--- config.mk ---
export PLATFORM = sky130hd
export DESIGN_NAME = gev_event_logic
export DESIGN_NICKNAME = d
export VERILOG_FILES = /design/src/inc/gev_pkg.sv /design/src/rtl/gev_event_logic.sv /design/src/rtl/gev_in_sync.sv
export SDC_FILE = /design/constraint.sdc
export NUM_CORES = 1
export LEC_CHECK = 0
export ABC_AREA = 1
export BUFFER_PORTS_ARGS = -buffer_cell sky130_fd_sc_hd__buf_2
export CORE_MARGIN = 8
export CORE_UTILIZATION = 30
export DETAILED_ROUTE_END_ITERATION = 10
export PLACE_DENSITY_LB_ADDON = 0.05
export SKIP_CTS_REPAIR_TIMING = 1
export SYNTH_ARGS = -nofsm -noshare
export SYNTH_HDL_FRONTEND = slang
export SYNTH_SLANG_ARGS = --single-unit
--- constraint.sdc ---
create_clock -name sys_clk -period 1.41 [get_ports sys_clk]
set_input_delay 0 -clock sys_clk [delete_from_list [all_inputs] [get_ports sys_clk]]
set_output_delay 0 -clock sys_clk [all_outputs]
set_load 0.1 [all_outputs]
--- src/inc/gev_pkg.sv ---
// constants and field layout of the general-purpose event logic
// Notes on behaviour
// - socket 0 video enable change sets bit 15
// - socket 1 video enable change sets bit 14
// - any socket supply setting change sets bit 11
// - programming voltage to/from 12 V sets bit 8
// - terminals 5,4,2,1,0 changes set bits 4..0
// - write one clears flag and its event
// - flags captured regardless of enable bits
// - reserved bits read-only, always read zero
// - set enable lets its flag drive event
// - event held until enabled flags cleared
// - event reaches pin only if routed there
// - terminal enable counts only for input terminals
// - both registers reset to all zeros
package gev_pkg;

    // ****************************************************
    // register map (configuration space, function 0)
    // ****************************************************
    localparam logic [7:0]  STATUS_OFFSET  = 8'hA8;
    localparam logic [7:0]  ENABLE_OFFSET  = 8'hAA;
    localparam logic        OWN_FUNCTION   = 1'h0;
    localparam logic [15:0] STATUS_RESET   = 16'h0000;
    localparam logic [15:0] ENABLE_RESET   = 16'h0000;
    localparam logic [15:0] LIVE_BITS_MASK = 16'hC91F;

    // ****************************************************
    // field positions
    // ****************************************************
    localparam int SOCK0_VIDEO_BIT = 15;
    localparam int SOCK1_VIDEO_BIT = 14;
    localparam int POWER_CHG_BIT   = 11;
    localparam int HIGH_VPP_BIT    = 8;
    localparam int TERM_FIELD_LSB  = 0;

    // ****************************************************
    // supply setting encodings and startup count end value
    // ****************************************************
    localparam int          SEL_WIDTH   = 3;
    localparam logic [2:0]  VPP_SEL_12V = 3'h3;
    localparam logic [1:0]  ARM_DONE    = 2'h3;

endpackage : gev_pkg

--- src/rtl/gev_event_logic.sv ---
// general-purpose event status and enable registers with event output
`timescale 1ns/1ns
module gev_event_logic #(
    parameter int PIN_COUNT = 7
) (
    input  wire logic                 sys_clk,
    input  wire logic                 nrst,
    input  wire logic                 cfg_rd,
    input  wire logic                 cfg_wr,
    input  wire logic                 cfg_func,
    input  wire logic [7:0]           cfg_addr,
    input  wire logic [1:0]           cfg_byte_en,
    input  wire logic [15:0]          cfg_wdata,
    output logic      [15:0]          cfg_rdata,
    output logic                      cfg_ack,
    input  wire logic [1:0]           zoom_video_on,
    input  wire logic [2:0]           sock0_vcc_sel,
    input  wire logic [2:0]           sock0_vpp_sel,
    input  wire logic [2:0]           sock1_vcc_sel,
    input  wire logic [2:0]           sock1_vpp_sel,
    input  wire logic [PIN_COUNT-1:0] multi_pins_in,
    input  wire logic [PIN_COUNT-1:0] pin_is_event_out,
    input  wire logic [PIN_COUNT-1:0] pin_is_gp_input,
    output logic      [PIN_COUNT-1:0] multi_pins_out,
    output logic      [PIN_COUNT-1:0] multi_pins_oe_n,
    output logic                      general_event_out
);

    // ****************************************************
    // declarations
    // ****************************************************
    localparam int TERMS = 5;

    logic [15:0]      status_reg;
    logic [15:0]      status_next;
    logic [15:0]      enable_reg;
    logic [15:0]      enable_next;
    logic [15:0]      rdata_reg;
    logic [15:0]      rdata_next;
    logic             ack_reg;
    logic             ack_next;
    logic [1:0]       zv_prev_reg;
    logic [1:0]       zv_prev_next;
    logic [11:0]      pwr_prev_reg;
    logic [11:0]      pwr_prev_next;
    logic [1:0]       arm_reg;
    logic [1:0]       arm_next;
    logic             evt_reg;
    logic             evt_next;
    logic [PIN_COUNT-1:0] pin_out_reg;
    logic [PIN_COUNT-1:0] pin_out_next;
    logic [PIN_COUNT-1:0] pin_oe_n_reg;
    logic [PIN_COUNT-1:0] pin_oe_n_next;
    logic [TERMS-1:0] term_raw;
    logic [TERMS-1:0] term_chg;
    logic [TERMS-1:0] term_is_input;
    logic [15:0]      set_vec;
    logic [15:0]      clr_vec;
    logic [15:0]      gate_vec;
    logic [15:0]      wr_mask;
    logic [11:0]      pwr_now;
    logic             armed;
    logic             hit_status;
    logic             hit_enable;
    logic             vpp12_chg;

    // decode of one register for the own function only
    function automatic logic reg_hit(input logic func, input logic [7:0] addr,
                                     input logic [7:0] offset);
        reg_hit = (func == gev_pkg::OWN_FUNCTION) && (addr == offset);
    endfunction : reg_hit

    // ****************************************************
    // terminal inputs: pins 5,4,2,1,0 feed flag bits 4..0
    // ****************************************************
    assign term_raw      = {multi_pins_in[5], multi_pins_in[4], multi_pins_in[2],
                            multi_pins_in[1], multi_pins_in[0]};
    assign term_is_input = {pin_is_gp_input[5], pin_is_gp_input[4], pin_is_gp_input[2],
                            pin_is_gp_input[1], pin_is_gp_input[0]};

    gev_in_sync #(
        .WIDTH        (TERMS)
    ) u_term_sync (
        .sys_clk      (sys_clk),
        .nrst         (nrst),
        .async_in     (term_raw),
        .level_out    (),
        .change_pulse (term_chg)
    );

    // ****************************************************
    // access decode and event detection
    // ****************************************************
    // function 1 accesses miss both registers and read zero
    assign hit_status = reg_hit(cfg_func, cfg_addr, gev_pkg::STATUS_OFFSET);
    assign hit_enable = reg_hit(cfg_func, cfg_addr, gev_pkg::ENABLE_OFFSET);
    assign wr_mask    = {{8{cfg_byte_en[1]}}, {8{cfg_byte_en[0]}}};
    assign pwr_now    = {sock1_vpp_sel, sock1_vcc_sel, sock0_vpp_sel, sock0_vcc_sel};
    // startup lets the synchroniser and history fill, avoiding false events
    assign armed      = (arm_reg == gev_pkg::ARM_DONE);
    // only crossings of the 12 V code count, not moves between low levels
    assign vpp12_chg  = ((sock0_vpp_sel == gev_pkg::VPP_SEL_12V) !=
                         (pwr_prev_reg[5:3] == gev_pkg::VPP_SEL_12V)) ||
                        ((sock1_vpp_sel == gev_pkg::VPP_SEL_12V) !=
                         (pwr_prev_reg[11:9] == gev_pkg::VPP_SEL_12V));

    // set vector of hardware events, independent of the enables
    always_comb begin
        set_vec = '0;
        if (armed) begin
            set_vec[gev_pkg::SOCK0_VIDEO_BIT] = zoom_video_on[0] ^ zv_prev_reg[0];
            set_vec[gev_pkg::SOCK1_VIDEO_BIT] = zoom_video_on[1] ^ zv_prev_reg[1];
            set_vec[gev_pkg::POWER_CHG_BIT]   = (pwr_now != pwr_prev_reg);
            set_vec[gev_pkg::HIGH_VPP_BIT]    = vpp12_chg;
            set_vec[gev_pkg::TERM_FIELD_LSB +: TERMS] = term_chg;
        end
    end

    // ****************************************************
    // register state
    // ****************************************************
    // write one clears, set beats a clear in the same cycle
    always_comb begin
        clr_vec = '0;
        if (cfg_wr && hit_status) begin
            clr_vec = cfg_wdata & wr_mask & gev_pkg::LIVE_BITS_MASK;
        end
        status_next = ((status_reg & ~clr_vec) | set_vec) & gev_pkg::LIVE_BITS_MASK;
        enable_next = enable_reg;
        if (cfg_wr && hit_enable) begin
            enable_next = ((cfg_wdata & wr_mask) | (enable_reg & ~wr_mask))
                          & gev_pkg::LIVE_BITS_MASK;
        end
    end

    // history of the watched controls and startup count
    always_comb begin
        zv_prev_next  = zoom_video_on;
        pwr_prev_next = pwr_now;
        arm_next      = armed ? arm_reg : arm_reg + 2'h1;
    end

    // reads answer one cycle after the strobe; misses read zero
    always_comb begin
        ack_next   = cfg_rd | cfg_wr;
        rdata_next = '0;
        if (cfg_rd && hit_status) begin
            rdata_next = status_reg;
        end else if (cfg_rd && hit_enable) begin
            rdata_next = enable_reg;
        end
    end

    // event: enabled flags, terminal bits only for input terminals
    always_comb begin
        gate_vec = gev_pkg::LIVE_BITS_MASK;
        gate_vec[gev_pkg::TERM_FIELD_LSB +: TERMS] = term_is_input;
        evt_next = |(status_next & enable_next & gate_vec);
        // drive low only on terminals routed to event signalling
        pin_oe_n_next = ~pin_is_event_out;
        pin_out_next  = {PIN_COUNT{~evt_next}};
    end

    // all registers clear to zero under reset, except the pin output and pin enable registers, which set to all ones
    always_ff @(posedge sys_clk or negedge nrst) begin
        if (!nrst) begin
            status_reg   <= gev_pkg::STATUS_RESET;
            enable_reg   <= gev_pkg::ENABLE_RESET;
            rdata_reg    <= '0;
            ack_reg      <= 1'b0;
            zv_prev_reg  <= '0;
            pwr_prev_reg <= '0;
            arm_reg      <= '0;
            evt_reg      <= 1'b0;
            pin_out_reg  <= '1;
            pin_oe_n_reg <= '1;
        end else begin
            status_reg   <= status_next;
            enable_reg   <= enable_next;
            rdata_reg    <= rdata_next;
            ack_reg      <= ack_next;
            zv_prev_reg  <= zv_prev_next;
            pwr_prev_reg <= pwr_prev_next;
            arm_reg      <= arm_next;
            evt_reg      <= evt_next;
            pin_out_reg  <= pin_out_next;
            pin_oe_n_reg <= pin_oe_n_next;
        end
    end

    assign cfg_rdata         = rdata_reg;
    assign cfg_ack           = ack_reg;
    assign general_event_out = evt_reg;
    assign multi_pins_out    = pin_out_reg;
    assign multi_pins_oe_n   = pin_oe_n_reg;

    // ****************************************************
    // checks
    // ****************************************************
    chk_zv0_flag_set: assert property (@(posedge sys_clk) disable iff (!nrst)
        (armed && zoom_video_on[0] != zv_prev_reg[0]) |=> status_reg[15])
        else $error("socket 0 video change did not set its flag");

    chk_zv1_flag_set: assert property (@(posedge sys_clk) disable iff (!nrst)
        (armed && zoom_video_on[1] != zv_prev_reg[1]) |=> status_reg[14])
        else $error("socket 1 video change did not set its flag");

    chk_power_flag_set: assert property (@(posedge sys_clk) disable iff (!nrst)
        (armed && pwr_now != pwr_prev_reg) |=> status_reg[11])
        else $error("supply setting change did not set its flag");

    chk_vpp12_flag_set: assert property (@(posedge sys_clk) disable iff (!nrst)
        (armed && ($changed(sock0_vpp_sel == gev_pkg::VPP_SEL_12V) ||
                   $changed(sock1_vpp_sel == gev_pkg::VPP_SEL_12V))) |=> status_reg[8])
        else $error("12 V request change did not set its flag");

    chk_term_flag_set: assert property (@(posedge sys_clk) disable iff (!nrst)
        (armed && term_chg != '0) |=> ((status_reg[4:0] & $past(term_chg)) == $past(term_chg)))
        else $error("terminal change did not set its flag");

    chk_flag_sticky: assert property (@(posedge sys_clk) disable iff (!nrst)
        (|($past(status_reg) & ~status_reg)) |-> $past(cfg_wr && hit_status))
        else $error("status flag fell without a write-one clear");

    chk_capture_unmasked: assert property (@(posedge sys_clk) disable iff (!nrst)
        (armed && enable_reg[15] == 1'b0 && zoom_video_on[0] != zv_prev_reg[0])
        |=> status_reg[15])
        else $error("flag capture depended on the enable bit");

    chk_reserved_zero: assert property (@(posedge sys_clk) disable iff (!nrst)
        ((status_reg | enable_reg | cfg_rdata) & ~gev_pkg::LIVE_BITS_MASK) == 16'h0000)
        else $error("reserved bit read back nonzero");

    chk_event_follows: assert property (@(posedge sys_clk) disable iff (!nrst)
        (|(status_reg & enable_reg & $past(gate_vec))) |-> general_event_out)
        else $error("event output dropped while an enabled flag stood");

    chk_pin_routing: assert property (@(posedge sys_clk) disable iff (!nrst)
        nrst |=> (multi_pins_oe_n == ~$past(pin_is_event_out)))
        else $error("event driven on a terminal not routed to it");

endmodule : gev_event_logic

--- src/rtl/gev_in_sync.sv ---
// two-stage synchroniser with change detection for terminal inputs
`timescale 1ns/1ns
module gev_in_sync #(
    parameter int WIDTH = 5
) (
    input  wire logic             sys_clk,
    input  wire logic             nrst,
    input  wire logic [WIDTH-1:0] async_in,
    output logic      [WIDTH-1:0] level_out,
    output logic      [WIDTH-1:0] change_pulse
);

    logic [WIDTH-1:0] meta_reg;
    logic [WIDTH-1:0] stable_reg;
    logic [WIDTH-1:0] prev_reg;
    logic [WIDTH-1:0] prev_next;

    // previous value follows the stable stage, compared one cycle later
    always_comb begin
        prev_next = stable_reg;
    end

    // first stage is read only by the second stage, never by logic
    always_ff @(posedge sys_clk or negedge nrst) begin
        if (!nrst) begin
            meta_reg   <= '0;
            stable_reg <= '0;
            prev_reg   <= '0;
        end else begin
            meta_reg   <= async_in;
            stable_reg <= meta_reg;
            prev_reg   <= prev_next;
        end
    end

    // one-cycle pulse on every level change
    assign change_pulse = stable_reg ^ prev_reg;
    assign level_out    = stable_reg;

endmodule : gev_in_sync

---- Yosys cells after proc, flatten, opt, wreduce, memory -nomap -nowiden ----
Cells that the tools add are included.
operators by class
  add/sub/neg operators ................... 1
  equality and inequality tests ........... 10
  muxes and demuxes ....................... 8
  bitwise logic cells ..................... 16
  reduce and logical (&&, ||, !) cells .... 8
operator list
  cell                 number
  $and 16x16->16       5
  $mux 16              4
  $not 16->16          2
  $or 16x16->16        2
  $eq 8x8->1 const B   2
  $reduce_or 16->1     1
  $eq 3x2->1 const B   4
  $ne 12x12->1         1
  $not 7->7            1
  $logic_and 1x1->1    6
  $mux 5               1
  $xor 5x5->5          1
  $add 2x1->2 const B  1
  $eq 2x2->1 const B   1
  $mux 1               2
  $mux 2               1
  $ne 1x1->1           2
  $not 1->1            2
  $xor 1x1->1          2
  $logic_or 1x1->1     1
  $or 1x1->1           1
word-level totals
  flip-flop bits (word level) ............. 82
  bits of input ports ..................... 66
  logic and storage cells ................. 56

---- Logic depth before layout (Yosys ltp) ----
Gate-level depths: netlist (run 1).
  word-level depth ........................ 11
  depth in mapped cells ................... 13
  gate-level depth less buffers ........... 13

---- By module ----
From an unflattened synthesis (run 1), not the netlist that was laid out.
unflattened totals
  cell total of the unflattened synthesis .. 347
  area, all modules ....................... 3059.2 µm²
by module, submodules not included
  module           times used  cells an instance  area an instance (µm²)  sequential area each (µm²)
  gev_event_logic  1           307                2590.0                  1336.3
  gev_in_sync      1           40                 469.2                   375.4

---- Least setup slack after synthesis (run 1) ----
No wires, ideal clock.
  path type ............................... register to register
  start point ............................. register arm_reg[0]
  end point ............................... register evt_reg, in the netlist general_event_out
  setup time .............................. 0.125 ns
  arrival ................................. 1.307 ns
  slack ................................... -0.023 ns
  stages on the path, launching flop included .. 11
  path buffers ............................ 1
  period minus slack after synthesis ...... 1.433 ns
  path through ............................ dfrtp_1 > ha_1 > clkbuf_1 > o21ai_0 > nor2_1 > a21oi_1 > inv_1 > nand2_1 > nand2_1 > nor2_1 > nand3_1
between the ends
  word-level cells in the longest chain between the ends .. 6
  elaborated cells between the ends (all ways) .. 9
  classes of those cells .................. eq/ne (1); mux (4); bitwise (3); reduce/logical (1)
RTL lines
  what                          line                    RTL
  start, declared               gev_event_logic.sv:46   logic [1:0] arm_reg;
  start signal, assigned        gev_event_logic.sv:184  arm_reg <= arm_next;
  $eq 2x2->1                    gev_event_logic.sv:100  assign armed = (arm_reg == gev_pkg::ARM_DONE);
  $mux 5                        gev_event_logic.sv:110  if (armed) begin
  $or 16x16->16                 gev_event_logic.sv:128  status_next = ((status_reg & ~clr_vec) | set_vec) & gev_pkg::LIVE_BITS_MASK;
  named net status_next[3]      gev_event_logic.sv:35   logic [15:0] status_next;
  $and 16x16->16 (2 in series)  gev_event_logic.sv:158  evt_next = |(status_next & enable_next & gate_vec);
  $reduce_or 16->1              gev_event_logic.sv:158
  named net evt_next            gev_event_logic.sv:49   logic evt_next;
  end signal, assigned          gev_event_logic.sv:185  evt_reg <= evt_next;
  end, declared                 gev_event_logic.sv:48   logic evt_reg;
The timed path passes the listed nets, and every way through them passes these cells.
A chain may end at the register's enable or synchronous reset.

---- Worst setup path after layout (run 1) ----
  start point ............................. register arm_reg[0]
  end point ............................... register evt_reg, in the netlist general_event_out
between the ends
  word-level cells in the longest chain between the ends .. 6
  elaborated cells between the ends (all ways) .. 9
  classes of those cells .................. eq/ne (1); mux (4); bitwise (3); reduce/logical (1)
RTL lines
  what                                  line
  $eq 2x2->1 (*)                        gev_event_logic.sv:100
  $mux 5, or another cell as far along  gev_event_logic.sv:110
  $or 16x16->16 (*)                     gev_event_logic.sv:128
  $and 16x16->16 (*) (2 in series)      gev_event_logic.sv:158
  $reduce_or 16->1 (*)                  gev_event_logic.sv:158
  named net evt_next                    gev_event_logic.sv:49
Mark *: on every way through the listed nets, which the timed path passes. The rest lies on a longest branch.

==> metrics.md, run 1 <==
| Metric | Value |
|---|---|
| Status | finished, violations left |
| Failing checks | negative hold slack |
| P_sw | between 1000 and 1500 uW |
| Max Cap Violations | 0 |
| Place WS | -69.7 ps |
| Initial DRC count | about 70 |
| Placed insts | 540 |
| Detailed placement HPWL | approximately 5200 um |
| CP Data Required Time | approximately 1700 ps |
| Worst VDD drop | approximately 0.56 mV |
| Gr busiest metal | met2 |
| Pwr Density | roughly 1000 nW/um^2 |
| Sw frac | 0.287 |
| CP endpoint kind | register |
| Area Overhead vs Synth | 36.0% |
| Final WL | roughly 7000 um |
| Initial antenna violation count | 0 |
| Commonest cells after routing, fill and taps aside | nand2_1, buf_2, dfrtp_1, inv_1, dlygate4sd3_1 |
| Placer congestion estimate | 0.748 |
| TritonCTS clock tree | yes |
| Largest net degree at the start of global routing | 69 |
| Yosys cell types | 30 |
| Nets | slightly above 500 |
| Post-route ant nets | 0 |
| Tot GR Track Use | 0.107 |
| Commonest non-fill, non-tap cell in the layout | nand2_1 |
| CP Max Fanout | 8 |
| Initial core utilization | 0.308 |
| Vias in the first global route | 2302 |
| Total CTS buffers | 9 |
| Final Critical Period | approximately 1400 ps |
| Gr ovfl total | 0 |
| Die span in y | approximately 120 um |
| Count of final setup violators | 0 |
| Fraction of layout cells with a size suffix above 1 | 0.318 |
| Post-layout util | 0.419 |
| Max clock buf depth | 2 |
| Die Wd | around 120 um |
| Hold crit path type | input pin to register |
| # rows | 36 |
| RSZ-0062 raised after global routing | yes |
| Power share of the clock group | 0.391 |
| Max reg flops | 12 |
| Drt pass-1 iters | 4 |
| Setup TNS | 0 ps |
| Wire per inst | approximately 12 um |
| Mapped Cells | about 330 |
| Met2 Usage GRT | 0.160 |
| GR Util met3 | 0.0362 |
| GRT met1 Usage | 0.137 |
| Post-Layout Cell Count | about 580 |
| Int Pwr | between 3000 and 4000 uW |
| Clock skew | 9.86 ps |
| Port Buffers | 79 |
| Clock sink count | 68 |
| Sequential share of power | 0.478 |
| First-pass GRT wire length | 11000 um |
| Sequential area share after synthesis | 0.568 |
| Vias per cell | ~4.1 |
| Post-Syn Area | between 3000 and 4000 um^2 |
| Clk Tree Root Cell | clkbuf_8 |
| Final Cell Area | 4100 um^2 |
| Critical Path AT | ~1700 ps |
| Tcrit/Tclk final | 0.983 |
| Filler cells | just under 1k |
| Core area | between 9000 and 10000 um^2 |
| Power share of the combinational group | 0.131 |
| CTS H-tree lvls | 3 |
| Syn_area_per_cell | between 9 and 10 um^2 |
| Clk Latency, worst-skew pair | about 340 ps |
| Max Freq | 0.722 GHz |
| Die area | approximately 14000 um^2 |
| Hold_ws | -196 ps |
| Antenna diode count | 0 |
| Max Slew Vio Count | 0 |
| Clock-pin slew on the worst setup and hold paths | approximately 80 ps |
| DR vias | 2367 |
| Worst setup margin | around 24 ps |
| Leak pwr | about 0.0021 uW |
| Hold Fails Final Rpt | 1 |
| Num ports | about 100 |
| # DRC | 0 |
| Yosys Warn Count | 0 |
| Startpoint Class | register |
| Cell Area, Placed | approximately 3600 um^2 |
| Crit Path Category | register to register |
| FF+latch count, synth | between 60 and 70 |
==> worst max-delay path, cell delays in order, from the launching register on <==
cell and delay (ps):
dfrtp_1 360, ha_2 240, o21ai_0 100, a21oi_1 270, a21oi_2 60, nor2_1 140
nor2_2 70, nand3_1 80
==> per-layer routing <==
layer  wire length [um]  share of wire
met5                  0              0
met3                581          0.083
met4                 86          0.012
met2               3150           0.45
met1               3170           0.45
==> cell usage after synthesis <==
| master | number | share of area |
|---|---|---|
| nor2_2 | 2 | 0.0042 |
| xnor2_1 | 12 | 0.035 |
| conb_1 | 1 | 0.0012 |
| a21oi_2 | 2 | 0.0058 |
| buf_2 | 1 | 0.0017 |
| nand3_2 | 1 | 0.0033 |
| clkbuf_2 | 1 | 0.0017 |
| nand2_4 | 1 | 0.0037 |
| a21o_1 | 3 | 0.0075 |
| a21oi_1 | 10 | 0.017 |
| clkinv_1 | 1 | 0.0012 |
| o21ai_0 | 11 | 0.018 |
| nand4_1 | 6 | 0.012 |
| nor2_4 | 3 | 0.011 |
| inv_1 | 54 | 0.067 |
| buf_6 | 1 | 0.0037 |
| nand2_1 | 84 | 0.10 |
| nand3_4 | 1 | 0.0058 |
| nand3_1 | 17 | 0.028 |
| dfstp_2 | 8 | 0.070 |
| nand2_2 | 3 | 0.0062 |
| o31ai_1 | 3 | 0.0075 |
| clkbuf_1 | 2 | 0.0025 |
| nor2_8 | 1 | 0.0066 |
| ha_1 | 1 | 0.0042 |
| buf_4 | 13 | 0.032 |
| nor2_1 | 20 | 0.025 |
| dfrtp_1 | 60 | 0.50 |
| or2_2 | 1 | 0.0021 |
| o21ai_2 | 4 | 0.012 |
==> metrics by stage <==
stage / hold slack, ps / total power, uW
floorplan: -296 / 2420
CTS: -319 / 4290
global route: -215 / 4510
finish: -196 / 4270
global placement: 59.7 / 2590
detailed placement: 56.4 / 2590
==> cell type report <==
class	count	area, um^2	area share
Clock buffer	9	124	0.0302
Clock inverter	7	82.6	0.0202
Multi-Input combinational cell	193	1020	0.248
Sequential cell	68	1710	0.418
Tap cell	133	166	0.0406
Timing Repair Buffer	117	788	0.192
Inverter	55	206	0.0504
==> power groups by stage <==
stage               Clock, uW  Sequential [uW]  Combinational, uW
finish                   1670             2040                558
global route             1840             2050                616
CTS                      1740             2040                508
detailed placement          0             2080                507
global placement            0             2080                506
floorplan                   0             2170                244
==> final timing paths <==
| kind | depth (start not counted) | to | slack [ps] | startpoint |
|---|---|---|---|---|
| setup / recovery | 7 | general_event_out$_DFF_PN0_ | 20 | arm_reg[0]$_DFFE_PN0N_ |
| hold / removal | 1 | pwr_prev_reg[4]$_DFF_PN0_ | -200 | sock0_vpp_sel[1] |
| setup reg to reg | 7 | general_event_out$_DFF_PN0_ | 20 | arm_reg[0]$_DFFE_PN0N_ |
| hold reg to reg | 0 | u_term_sync.level_out[1]$_DFF_PN0_ | 350 | u_term_sync.meta_reg[1]$_DFF_PN0_ |
| max in group asynchronous | 3 | multi_pins_oe_n[3]$_DFF_PN1_ | 860 | nrst |
| min in group asynchronous | 3 | cfg_rdata[8]$_DFF_PN0_ | 200 | nrst |
==> kinds of logic after synthesis <==
| family | synth area share |
|---|---|
| flip-flops | 0.568 |
| other | 0.00125 |
| adder cells (fa/ha/maj) | 0.00415 |
| XOR/XNOR | 0.0349 |
| buffers and inverters | 0.111 |
| AO/OA/AOI/OAI | 0.0673 |
| AND/OR/NAND/NOR | 0.214 |
No activity file was read; power rests on OpenSTA's default activity.
==> inputs of run 2 (changes only) <==
--- a/config.mk
+++ b/config.mk
@@ -7,6 +7,7 @@
 export LEC_CHECK = 0
 export ABC_AREA = 1
 export BUFFER_PORTS_ARGS = -buffer_cell sky130_fd_sc_hd__buf_2
+export CORE_ASPECT_RATIO = 2
 export CORE_MARGIN = 8
 export CORE_UTILIZATION = 30
 export DETAILED_ROUTE_END_ITERATION = 10
==> constraint.sdc (replaced) <==
create_clock -name sys_clk -period 1.7 [get_ports sys_clk]
set_input_delay 0 -clock sys_clk [delete_from_list [all_inputs] [get_ports sys_clk]]
set_output_delay 0 -clock sys_clk [all_outputs]
set_load 0.1 [all_outputs]
==> metrics.md, run 2 (synthesized netlist as in run 1, its figures left out) <==
| Metric | Value |
|---|---|
| Wire per inst | 12.3 um |
| Hold crit path type | input pin to register |
| CP max stage cell | dfrtp_1 |
| Pwr Density | around 1000 nW/um^2 |
| Max reg flops | 12 |
| Num ports | between 90 and 100 |
| Area Overhead vs Synth | 37.4% |
| Critical Path AT | about 1700 ps |
| Worst VDD drop | 0.665 mV |
| Drt pass-1 iters | 4 |
| Sequential share of power | 0.393 |
| Crit Path Category | register to register |
| CP Max Fanout | 10 |
| Setup TNS | 0 ps |
| Antenna diode count | 0 |
| Startpoint Class | register |
| Max Freq | between 0.6 and 0.7 GHz |
| Filler cells | 1037 |
| CTS H-tree lvls | 3 |
| CP Data Required Time | roughly 1900 ps |
| Clock sink count | 68 |
| Clk Latency, worst-skew pair | between 300 and 400 ps |
| Die area | approximately 14000 um^2 |
| Sw frac | 0.227 |
| Fraction of layout cells with a size suffix above 1 | 0.285 |
| Initial core utilization | 0.303 |
| Gr ovfl total | 0 |
| Critical-path cell list | ha_2 -> o21ai_0 -> nor2_1 -> a21oi_1 -> inv_1 -> nand2_1 -> nand2_1 -> nor2_1 -> nand3_1 |
| Nets | about 500 |
| Max Slew Vio Count | 0 |
| Clk Tree Root Cell | clkbuf_16 |
| Initial DRC count | 109 |
| Place WS | between 100 and 150 ps |
| # DRC | 0 |
| First-pass GRT wire length | 10900 um |
| P_sw | 982 uW |
| CP endpoint kind | register |
| Count of final setup violators | 0 |
| CP peak stage delay | approximately 400 ps |
| Initial antenna violation count | 0 |
| Status | finished clean |
| Die Wd | 86.8 um |
| Int Pwr | ~3300 uW |
| Largest net degree at the start of global routing | between 60 and 70 |
| RSZ-0062 raised after global routing | no |
| Final WL | just over 7000 um |
| DR vias | ~2.4k |
| Core area | 9950 um^2 |
| Vias per cell | about 4.1 |
| Placer congestion estimate | around 0.74 |
| Vias in the first global route | ~2.2k |
| Clock-pin slew on the worst setup and hold paths | 60 ps |
| Final Critical Period | between 1000 and 1500 ps |
| Power share of the clock group | 0.501 |
| Max Cap Violations | 0 |
| Power share of the combinational group | 0.106 |
| Worst setup margin | ~240 ps |
| Final Total Pwr | 4320 uW |
| Die span in y | between 150 and 200 um |
| Commonest cells after routing, fill and taps aside | nand2_1, buf_2, dfrtp_1, inv_1, dlygate4sd3_1 |
| Clock skew | between 5 and 6 ps |
| Commonest non-fill, non-tap cell in the layout | nand2_1 |
| Tot GR Track Use | 0.105 |
| Total CTS buffers | 9 |
| Leak pwr | about 0.0022 uW |
| Port Buffers | slightly below 80 |
| Hold Fails Final Rpt | 0 |
| Max clock buf depth | 2 |
| Tcrit/Tclk final | 0.861 |
| Post-route ant nets | 0 |
| TritonCTS clock tree | yes |
| # rows | 52 |
| Detailed placement HPWL | ~5300 um |
[run 2: final cells by class]
type | instances | area, um^2 | area share
clock buffers | 12 | 256 | 0.0620
clock inverters | 4 | 95.1 | 0.0230
inverters | 55 | 206 | 0.0499
multi-input cells | 193 | 992 | 0.240
flip-flops and latches | 68 | 1710 | 0.414
well taps | 135 | 169 | 0.0408
repair buffers | 110 | 708 | 0.171
[run 2: worst paths after layout]
path,cells past startpoint,end,start,slack (ps)
setup / recovery,9,general_event_out$_DFF_PN0_,arm_reg[0]$_DFFE_PN0N_,240
hold / removal,2,cfg_ack$_DFF_PN0_,cfg_wr,30
setup reg to reg,9,general_event_out$_DFF_PN0_,arm_reg[0]$_DFFE_PN0N_,240
hold reg to reg,0,u_term_sync.level_out[4]$_DFF_PN0_,u_term_sync.meta_reg[4]$_DFF_PN0_,350
max in group asynchronous,3,multi_pins_oe_n[6]$_DFF_PN1_,nrst,1130
min in group asynchronous,3,pwr_prev_reg[0]$_DFF_PN0_,nrst,220
[run 2: worst max-delay path: cells and delay by family (launching register included)]
| family | cells | cell delay (ps) |
|---|---|---|
| buf+inv | 1 | 80 |
| flops | 1 | 390 |
| fa+ha+maj | 1 | 260 |
| simple gates | 5 | 350 |
| compound gates | 2 | 280 |
[run 2: power groups by stage]
stage | combinational [uW] | sequential, uW | clock [uW]
floorplan | 203 | 1800 | 0
global placement | 413 | 1720 | 0
detailed placement | 417 | 1730 | 0
CTS | 419 | 1700 | 2230
global route | 502 | 1700 | 2310
finish | 460 | 1700 | 2170
[run 2: layer usage]
layer  wire length, um  GRT usage
met2              3540      0.170
met3               507     0.0359
met4               112     0.0521
met1              2930      0.119
met5                 0          0
[run 2: through the flow]
| step | util | cells | instance area, um^2 | hold WS [ps] |
|---|---|---|---|---|
| floorplan | - | 334 | 3030 | -296 |
| global placement | 0.353 | 534 | 3510 | 54.2 |
| detailed placement | 0.353 | 534 | 3510 | 55.3 |
| CTS | 0.388 | 550 | 3870 | -299 |
| global route | 0.416 | 577 | 4140 | 19.4 |
| finish | 0.416 | 577 | 4140 | 27.1 |
